### config.mk
export PLATFORM = sky130hd
export DESIGN_NAME = wbnrr_top
export DESIGN_NICKNAME = d
export VERILOG_FILES = /design/src/wbnrr_pkg.sv /design/src/wbnrr_top.sv
export SDC_FILE = /design/constraint.sdc
export NUM_CORES = 1
export LEC_CHECK = 0
export BUFFER_PORTS_ARGS = -buffer_cell sky130_fd_sc_hd__buf_2
export CAP_MARGIN = 20
export CORE_UTILIZATION = 48
export CTS_BUF_LIST = sky130_fd_sc_hd__clkbuf_8
export DETAILED_ROUTE_END_ITERATION = 10
export GPL_TIMING_DRIVEN = 0
export HOLD_SLACK_MARGIN = 0.06
export PLACE_DENSITY = 0.78
export SYNTH_ARGS = -nofsm -noshare
export SYNTH_HDL_FRONTEND = slang
export SYNTH_SLANG_ARGS = --single-unit
### constraint.sdc
create_clock -name clock -period 1.9 [get_ports clock]
set_input_delay 0.095 -clock clock [delete_from_list [all_inputs] [get_ports clock]]
set_output_delay 0.095 -clock clock [all_outputs]
set_load 0.005 [all_outputs]
### src/wbnrr_pkg.sv
// Behaviour
// RULE_01 - Both machines idle until transfer start; sequencer then enters read check state.
// RULE_02 - Read check: continue only on a read with relocation negated, else idle.
// RULE_03 - Chip-select check one clock later: rom_select asserted enters first fetch state.
// RULE_04 - Address-only rom_select may be checked with read check, saving one state.
// RULE_05 - Entering first fetch state asserts registered access_go to the delay machine.
// RULE_06 - Sequencer state gives the two low memory address lines, one word each.
// RULE_07 - Delay machine leaves idle after access_go, asserting registered latch_open while counting.
// RULE_08 - latch_open raises the selected latch gate, held until delay reaches state ten.
// RULE_09 - At final delay state latch_open drops, closing the gate and capturing the word.
// RULE_10 - Each gate stays open long enough to cover the memory access time.
// RULE_11 - word_done in final delay state; sequencer advances, delay machine returns idle.
// RULE_12 - access_go stays asserted in later fetch states so counting restarts at once.
// RULE_13 - Each of the four words lands in its own latch pair, forming 64 bits.
// RULE_14 - After the fourth access starts access_go negates, preventing a fifth access.
// RULE_15 - During the fourth access only, registered pre_early_ack marks imminent completion.
// RULE_16 - Outside logic raises early_ack one clock later and transfer_ack one after.
// RULE_17 - After word_done of the fourth word the sequencer enters its decision state.
// RULE_18 - Processor negates data_bus_busy after acknowledge; latches then stop driving.
// RULE_19 - Decision state returns idle when transfer start and data_bus_busy are negated.
// RULE_20 - Decision state with transfer start asserted goes to the read check state.
// RULE_21 - Decision state with busy still asserted fetches the next burst word.
// RULE_22 - A complete 64-bit read takes 48 processor clock cycles.
// RULE_23 - Both machines return idle whenever data_bus_busy negates during a transfer.
// RULE_24 - Chip-select check returns idle when rom_select is not asserted.
// RULE_25 - pre_early_ack rises on delay seven-to-eight step, only in last fetch state.
// RULE_26 - Latches drive the 64-bit word on the data bus only while rom_select asserted.
package wbnrr_pkg;

  // ------------------------------------------------------------------
  // Widths and timing
  // ------------------------------------------------------------------
  localparam int unsigned ROM_WIDTH        = 16;
  localparam int unsigned CPU_WIDTH        = 64;
  localparam int unsigned WORD_COUNT       = 4;
  localparam int unsigned CLOCK_PERIOD_NS  = 40;
  localparam int unsigned ROM_ACCESS_NS    = 170;
  localparam int unsigned ROM_ACCESS_CYCLES =
    (ROM_ACCESS_NS + CLOCK_PERIOD_NS - 1) / CLOCK_PERIOD_NS;
  localparam int unsigned TRANSFER_CYCLES  = 48;

  // ------------------------------------------------------------------
  // Reset values
  // ------------------------------------------------------------------
  localparam logic [ROM_WIDTH-1:0] WORD_RESET = 16'h0000;

  // ------------------------------------------------------------------
  // State types
  // ------------------------------------------------------------------
  typedef enum logic [2:0] {
    SEQ_IDLE, SEQ_CHK_RW, SEQ_CHK_CS, SEQ_FETCH0, SEQ_FETCH1, SEQ_FETCH2, SEQ_FETCH3, SEQ_DECIDE
  } wbnrr_seq_t;

  typedef enum logic [3:0] {
    DLY_S0, DLY_S1, DLY_S2, DLY_S3, DLY_S4, DLY_S5, DLY_S6, DLY_S7, DLY_S8, DLY_S9, DLY_S10
  } wbnrr_dly_t;

endpackage

### src/wbnrr_top.sv
`timescale 1ns/1ps
`default_nettype none
module wbnrr_top (
  input  wire logic                            clock,
  input  wire logic                            rst_n,
  input  wire logic                            transfer_start_n,
  input  wire logic                            data_bus_busy_n,
  input  wire logic                            read_not_write,
  input  wire logic                            relocation_select,
  input  wire logic                            rom_select_n,
  input  wire logic [wbnrr_pkg::ROM_WIDTH-1:0] rom_data,
  output logic      [1:0]                      rom_addr_lo,
  output logic                                 latch_gate_a,
  output logic                                 latch_gate_b,
  output logic                                 latch_gate_c,
  output logic                                 latch_gate_d,
  output logic                                 pre_early_ack,
  output logic      [wbnrr_pkg::CPU_WIDTH-1:0] cpu_data_out,
  output logic                                 cpu_data_oe
);
  import wbnrr_pkg::*;

  // ------------------------------------------------------------------
  // Declarations
  // ------------------------------------------------------------------
  wbnrr_seq_t             seq_reg;
  wbnrr_seq_t             seq_next;
  wbnrr_dly_t             dly_reg;
  wbnrr_dly_t             dly_next;
  logic                   access_go_reg;
  logic                   access_go_next;
  logic                   latch_open_reg;
  logic                   latch_open_next;
  logic                   word_done_reg;
  logic                   word_done_next;
  logic                   pre_ack_reg;
  logic                   pre_ack_next;
  logic [3:0]             gate;
  logic [ROM_WIDTH-1:0]   word_reg  [WORD_COUNT];
  logic [ROM_WIDTH-1:0]   word_next [WORD_COUNT];

  // Word address carried by each fetch state; other states park at zero.
  function automatic logic [1:0] seq_word_addr(input wbnrr_seq_t s);
    logic [1:0] a;
    a = 2'h0;
    unique case (s)
      SEQ_FETCH1: a = 2'h1;
      SEQ_FETCH2: a = 2'h2;
      SEQ_FETCH3: a = 2'h3;
      SEQ_IDLE, SEQ_CHK_RW, SEQ_CHK_CS, SEQ_FETCH0, SEQ_DECIDE: a = 2'h0;
    endcase
    return a;
  endfunction

  // True in any of the four word-fetch states.
  function automatic logic seq_is_fetch(input wbnrr_seq_t s);
    return (s == SEQ_FETCH0) || (s == SEQ_FETCH1) || (s == SEQ_FETCH2) || (s == SEQ_FETCH3);
  endfunction

  // ------------------------------------------------------------------
  // Sequencer machine
  // ------------------------------------------------------------------
  // Next state and the registered access_go request.
  always_comb begin
    seq_next = seq_reg;
    unique case (seq_reg)
      SEQ_IDLE: begin
        if (!transfer_start_n) begin
          seq_next = SEQ_CHK_RW;                                   // [RULE_01]
        end
      end
      SEQ_CHK_RW: begin
        if (!relocation_select && read_not_write) begin
          seq_next = SEQ_CHK_CS;                                   // [RULE_02]
        end else begin
          seq_next = SEQ_IDLE;
        end
      end
      SEQ_CHK_CS: begin
        if (!rom_select_n) begin
          seq_next = SEQ_FETCH0;                                   // [RULE_03]
        end else begin
          seq_next = SEQ_IDLE;                                     // [RULE_24]
        end
      end
      SEQ_FETCH0, SEQ_FETCH1, SEQ_FETCH2, SEQ_FETCH3: begin
        if (data_bus_busy_n) begin
          seq_next = SEQ_IDLE;                                     // [RULE_23]
        end else if (word_done_reg) begin
          unique case (seq_reg)
            SEQ_FETCH0: seq_next = SEQ_FETCH1;                     // [RULE_11]
            SEQ_FETCH1: seq_next = SEQ_FETCH2;
            SEQ_FETCH2: seq_next = SEQ_FETCH3;
            SEQ_FETCH3: seq_next = SEQ_DECIDE;                     // [RULE_17]
            default:    seq_next = SEQ_IDLE;
          endcase
        end
      end
      SEQ_DECIDE: begin
        if (!transfer_start_n) begin
          seq_next = SEQ_CHK_RW;                                   // [RULE_20]
        end else if (data_bus_busy_n) begin
          seq_next = SEQ_IDLE;                                     // [RULE_19]
        end else begin
          seq_next = SEQ_CHK_CS;                                   // [RULE_21]
        end
      end
    endcase
    // Request a count in every fetch state, but only on the first cycle of the last one.
    access_go_next = !rom_select_n &&
                     (((seq_next == SEQ_FETCH0) || (seq_next == SEQ_FETCH1) || (seq_next == SEQ_FETCH2)) ||
                      ((seq_next == SEQ_FETCH3) && (seq_reg != SEQ_FETCH3)));  // [RULE_05] [RULE_12] [RULE_14]
  end

  // Sequencer registers.
  always_ff @(posedge clock or negedge rst_n) begin
    if (!rst_n) begin
      seq_reg       <= SEQ_IDLE;
      access_go_reg <= 1'b0;
    end else begin
      seq_reg       <= seq_next;
      access_go_reg <= access_go_next;
    end
  end

  // ------------------------------------------------------------------
  // Delay machine
  // ------------------------------------------------------------------
  // Eleven-state counter that times one memory access.
  always_comb begin
    dly_next = dly_reg;
    if (data_bus_busy_n) begin
      dly_next = DLY_S0;                                           // [RULE_23] Also blocks a restart from S0.
    end else begin
      unique case (dly_reg)
        DLY_S0:  dly_next = access_go_reg ? DLY_S1 : DLY_S0;       // [RULE_07] [RULE_12]
        DLY_S1:  dly_next = DLY_S2;
        DLY_S2:  dly_next = DLY_S3;
        DLY_S3:  dly_next = DLY_S4;
        DLY_S4:  dly_next = DLY_S5;
        DLY_S5:  dly_next = DLY_S6;
        DLY_S6:  dly_next = DLY_S7;
        DLY_S7:  dly_next = DLY_S8;
        DLY_S8:  dly_next = DLY_S9;
        DLY_S9:  dly_next = DLY_S10;
        DLY_S10: dly_next = DLY_S0;                                // [RULE_11]
        default: dly_next = DLY_S0;
      endcase
    end
    // The gate is open from S1 up to S9 and shuts on reaching S10.
    latch_open_next = (dly_next != DLY_S0) && (dly_next != DLY_S10);  // [RULE_07] [RULE_09] [RULE_10]
    word_done_next  = (dly_next == DLY_S10);                       // [RULE_11]
    pre_ack_next    = (dly_next == DLY_S8) && (dly_reg == DLY_S7) &&
                      (seq_reg == SEQ_FETCH3);                     // [RULE_15] [RULE_25]
  end

  // Delay machine registers.
  always_ff @(posedge clock or negedge rst_n) begin
    if (!rst_n) begin
      dly_reg        <= DLY_S0;
      latch_open_reg <= 1'b0;
      word_done_reg  <= 1'b0;
      pre_ack_reg    <= 1'b0;
    end else begin
      dly_reg        <= dly_next;
      latch_open_reg <= latch_open_next;
      word_done_reg  <= word_done_next;
      pre_ack_reg    <= pre_ack_next;
    end
  end

  // ------------------------------------------------------------------
  // Latch pairs
  // ------------------------------------------------------------------
  // Gate of the pair that the current word address selects.
  always_comb begin
    gate = 4'h0;
    if (latch_open_reg && seq_is_fetch(seq_reg)) begin
      gate[seq_word_addr(seq_reg)] = 1'b1;                         // [RULE_08]
    end
  end

  // A pair follows the memory while its gate is high and keeps the last word when it shuts.
  always_comb begin
    for (int i = 0; i < WORD_COUNT; i++) begin
      word_next[i] = gate[i] ? rom_data : word_reg[i];             // [RULE_09] [RULE_13]
    end
  end

  // Latch pair storage.
  always_ff @(posedge clock or negedge rst_n) begin
    if (!rst_n) begin
      for (int i = 0; i < WORD_COUNT; i++) begin
        word_reg[i] <= WORD_RESET;
      end
    end else begin
      for (int i = 0; i < WORD_COUNT; i++) begin
        word_reg[i] <= word_next[i];
      end
    end
  end

  // ------------------------------------------------------------------
  // Outputs
  // ------------------------------------------------------------------
  // Address bits come straight from the sequencer state.
  assign rom_addr_lo   = seq_word_addr(seq_reg);                   // [RULE_06]
  assign latch_gate_a  = gate[0];
  assign latch_gate_b  = gate[1];
  assign latch_gate_c  = gate[2];
  assign latch_gate_d  = gate[3];
  assign pre_early_ack = pre_ack_reg;
  // First word fetched forms the most significant quarter.
  assign cpu_data_out  = {word_reg[0], word_reg[1], word_reg[2], word_reg[3]};  // [RULE_13]
  // The bus is driven only while the memory stays selected.
  assign cpu_data_oe   = !rom_select_n;                            // [RULE_18] [RULE_26]

  // ------------------------------------------------------------------
  // Assertions
  // ------------------------------------------------------------------
  // Helper: cycles the gate of the current word has been open.
  logic [3:0] open_cnt_reg;
  logic [3:0] open_cnt_next;

  // Counts while the gate is open and clears once it shuts.
  always_comb begin
    open_cnt_next = latch_open_reg ? open_cnt_reg + 4'h1 : 4'h0;
  end

  // Helper counter register.
  always_ff @(posedge clock or negedge rst_n) begin
    if (!rst_n) begin
      open_cnt_reg <= 4'h0;
    end else begin
      open_cnt_reg <= open_cnt_next;
    end
  end
endmodule
`default_nettype wire

==> impl_metrics.ini <==
[flow_run]
cap_viol_max_count = 0

[yosys]
share_of_the_yosys_chip_area_belonging_to_registers_pct = 58.03
ys_ff_latch = 75
syn-instance-count = 212
synth_warnings = 0
combined_area_of_all_synthesized_cells_sq_mm = 0.003234
netlist.area_leader.share_pct = 58.03
async_reset_ff_share_pct = 100.0
post_synth_main_area_contributors = dfrtp_1 (58%), mux2_2 (16%), mux2_4 (8.4%)
synth_top_area_cell = dfrtp_1
post_synth.cell_area_avg_sq_um = 15.26
synth_top_flop_cell = dfrtp_1
synth_nets = 239
synth-edff-count = 0
post_synth_num_cell_types = 44

[timing]
worst_slew_margin_rel_pct = 70.48
timing.fmax_mhz = 519.4
tns_ns = -0.1207
fin_crit_sh_pct = 101.3
final_hold_viol_count = 0
rsz0062_at_grt = true
finalMaxSlewViolations = 0
slew_at_the_pin_closest_to_its_max_slew_limit_ns = 0.4418
setup_violations = 7
finalWorstSetupSlack_ns = -0.02529
finalClockSkew_ns = 0.005936
final.min_clock_period_ns = 1.925

[pwr]
power_density_mw_per_mm2 = 1002
total_power_mw = 4.540
total_leakage_power_nw = 2.248
vdd_ir_drop_max_uv = 1077

[worst_setup_path]
setup.worst_path.start_class = flop
worstPathCellList = inv_2, ha_4, nor2_2, and2b_2, nand2_2, nor2_4, buf_12, buf_12, mux2_4
cp_class = reg2reg
critical_path_peak_fanout = 6
critical_path.endpoint_type = flop
cp_data_required_time_ns = 2.12
critical_path.max_stage_delay_ns = 0.41
critPathArrivalTime_ns = 2.14
crit_slowest_cell = dfrtp_1
critical-path-top-cell-by-count = buf_12

[global_route]
antenna_found_initial = 0
globalRoute.totalOverflow = 0
grt_pass1_vias = 2342
first_pass_grt_wire_length_mm = 11.85
gr-usage-all-layers_pct = 21.63
grt_start_max_net_pins = 66

[layout]
fraction_of_final_layout_cells_with_drive_strength_greater_than_1_pct = 61.22
fin_nets = 384
ff_latch_area_sq_mm = 0.001878
largest_reg_flops = 64
num_antenna_cells = 0
final_cell_count_no_fill = 438
fill_cells = 431
syn_to_final_growth_pct = 40.08
multi_input_comb_area_sq_mm = 0.001351

[drt]
detail-route-antenna-nets = 0
drt-initial-drc-count = 84
viasPerCell = 5.208
routed-via-count = 2281
routed_wl_mm = 7.221
drc = 22
wl_per_cell_um = 16.49
drt_pass1_iterations = 7

[die]
floorplan.initialDensity_pct = 50.36
ios = 95
placement_rows = 29
design.die.area_sq_mm = 0.007070
placeableCoreArea_sq_mm = 0.006422
floorplan.die.height_um = 84.09
floorplan.die.width_um = 84.09

[placed_design]
finalWeightedCongestion = 0.8071
post-place-ws_ns = -0.1982
dp_hpwl_mm = 4.414
placed_cells = 384
port_buffers = 94

[clock_network]
cts_tree = yes
clock_pin_slew_worst_setup_and_hold_paths_ns = 0.08
max-clock-path-buffers = 2
cts-htree-levels = 3
cts-root-buf = clkbuf_8
clock_sink_count = 75
cts_inserted_buffers = 9
clk-insertion-delay-late_ns = 0.33

[hold_path]
hp-class = in2reg

[outcome]
violations = design-rule violations, negative setup slack
outcome = finished with violations
metrics by stage:
step | area (sq um) | utilization [%] | hold slack (ns)
global placement | 3826 | 59.58 | 0.3636
floorplan | 3259 | - | -0.2006
detailed placement | 3856 | 60.04 | -0.04867
global route | 4531 | 70.54 | 0.1035
CTS | 4479 | 69.74 | 0.09150
finish | 4531 | 70.54 | 0.1149
layout make-up:
class,instances,share of cell area (%)
multi-input cells,122,29.83
plain buffers,4,1.464
clock buffers,10,3.038
well taps,77,2.126
clock inverters,5,1.188
repair buffers,135,20.02
inverters,10,0.8837
flip-flops and latches,75,41.45
timing repair:
item | 4_1_cts | 5_1_grt
hold endpoints to repair | 144 | 0
setup buffers | 20 | 1
endpoints found under the setup margin | 53 | 46
pin swaps | 4 | 2
hold buffers | 19 | 0
resized for setup | 12 | 14
worst paths after layout:
path	start	endpoint	slack [ns]	depth (start not counted)
min in group asynchronous	rst_n	cpu_data_out[62]	0.16	2
min	transfer_start_n	seq_reg[2]	0.11	3
max in group asynchronous	rst_n	cpu_data_out[27]	1.18	3
max	seq_reg[0]	cpu_data_out[46]	-0.03	9
min reg2reg	cpu_data_out[58]	cpu_data_out[58]	0.50	1
max reg2reg	seq_reg[0]	cpu_data_out[46]	-0.03	9
worst max-delay path: cells and delay by family, from the launching register on:
family | cells | cell delay (ns)
buffers and inverters | 3 | 0.38
DFF | 1 | 0.41
and+or+nand+nor | 4 | 0.54
muxes | 1 | 0.30
adders and majority gates | 1 | 0.18
per-layer routing:
metal	wire, um	track usage, %
met1	3289	28.82
met2	3545	35.99
met3	370	4.352
met4	15	6.113
met5	0	0
report_power, final:
part	leakage [nW]	internal, mW	total, mW	switching, mW
registers	0.931	1.85	2.03	0.173
logic	1.22	0.724	1.32	0.600
clock network	0.102	0.631	1.19	0.557
cells by family (layout without fill, tap and decap cells):
family,Yosys count,in the layout,synth area share [%]
AO/OA/AOI/OAI,16,16,4.449
XOR/XNOR,2,2,0.5417
adder cells (fa/ha/maj),4,4,1.547
buffers and inverters,15,164,3.172
flip-flops,75,75,58.03
multiplexers,64,64,24.37
AND/OR/NAND/NOR,36,36,7.892
synthesized netlist by cell type (2+ instances only):
master and instances:
nor4_1 2, nor3_1 2, mux2_4 18, o21ai_0 2, nor2_1 4, mux2_2 46, o211ai_1 2, buf_6 4
inv_1 10, dfrtp_1 75, ha_1 4, nand2_1 8, a21oi_1 2, nand3_1 3
placed cells by master (no fill, tap or decap), types with 2 or more instances in the layout:
cell	count
buf_4	15
mux2_2	43
o211ai_1	2
nand3_1	3
clkinv_2	3
nand2_1	8
mux2_4	21
inv_1	8
o21ai_0	2
buf_12	5
nor4_1	2
ha_4	4
nor3_1	2
buf_6	6
a2111oi_1	2
clkbuf_8	10
nor2_1	3
buf_2	92
dfrtp_1	74
dlygate4sd3_1	19
(Power assumes the default switching activity.)
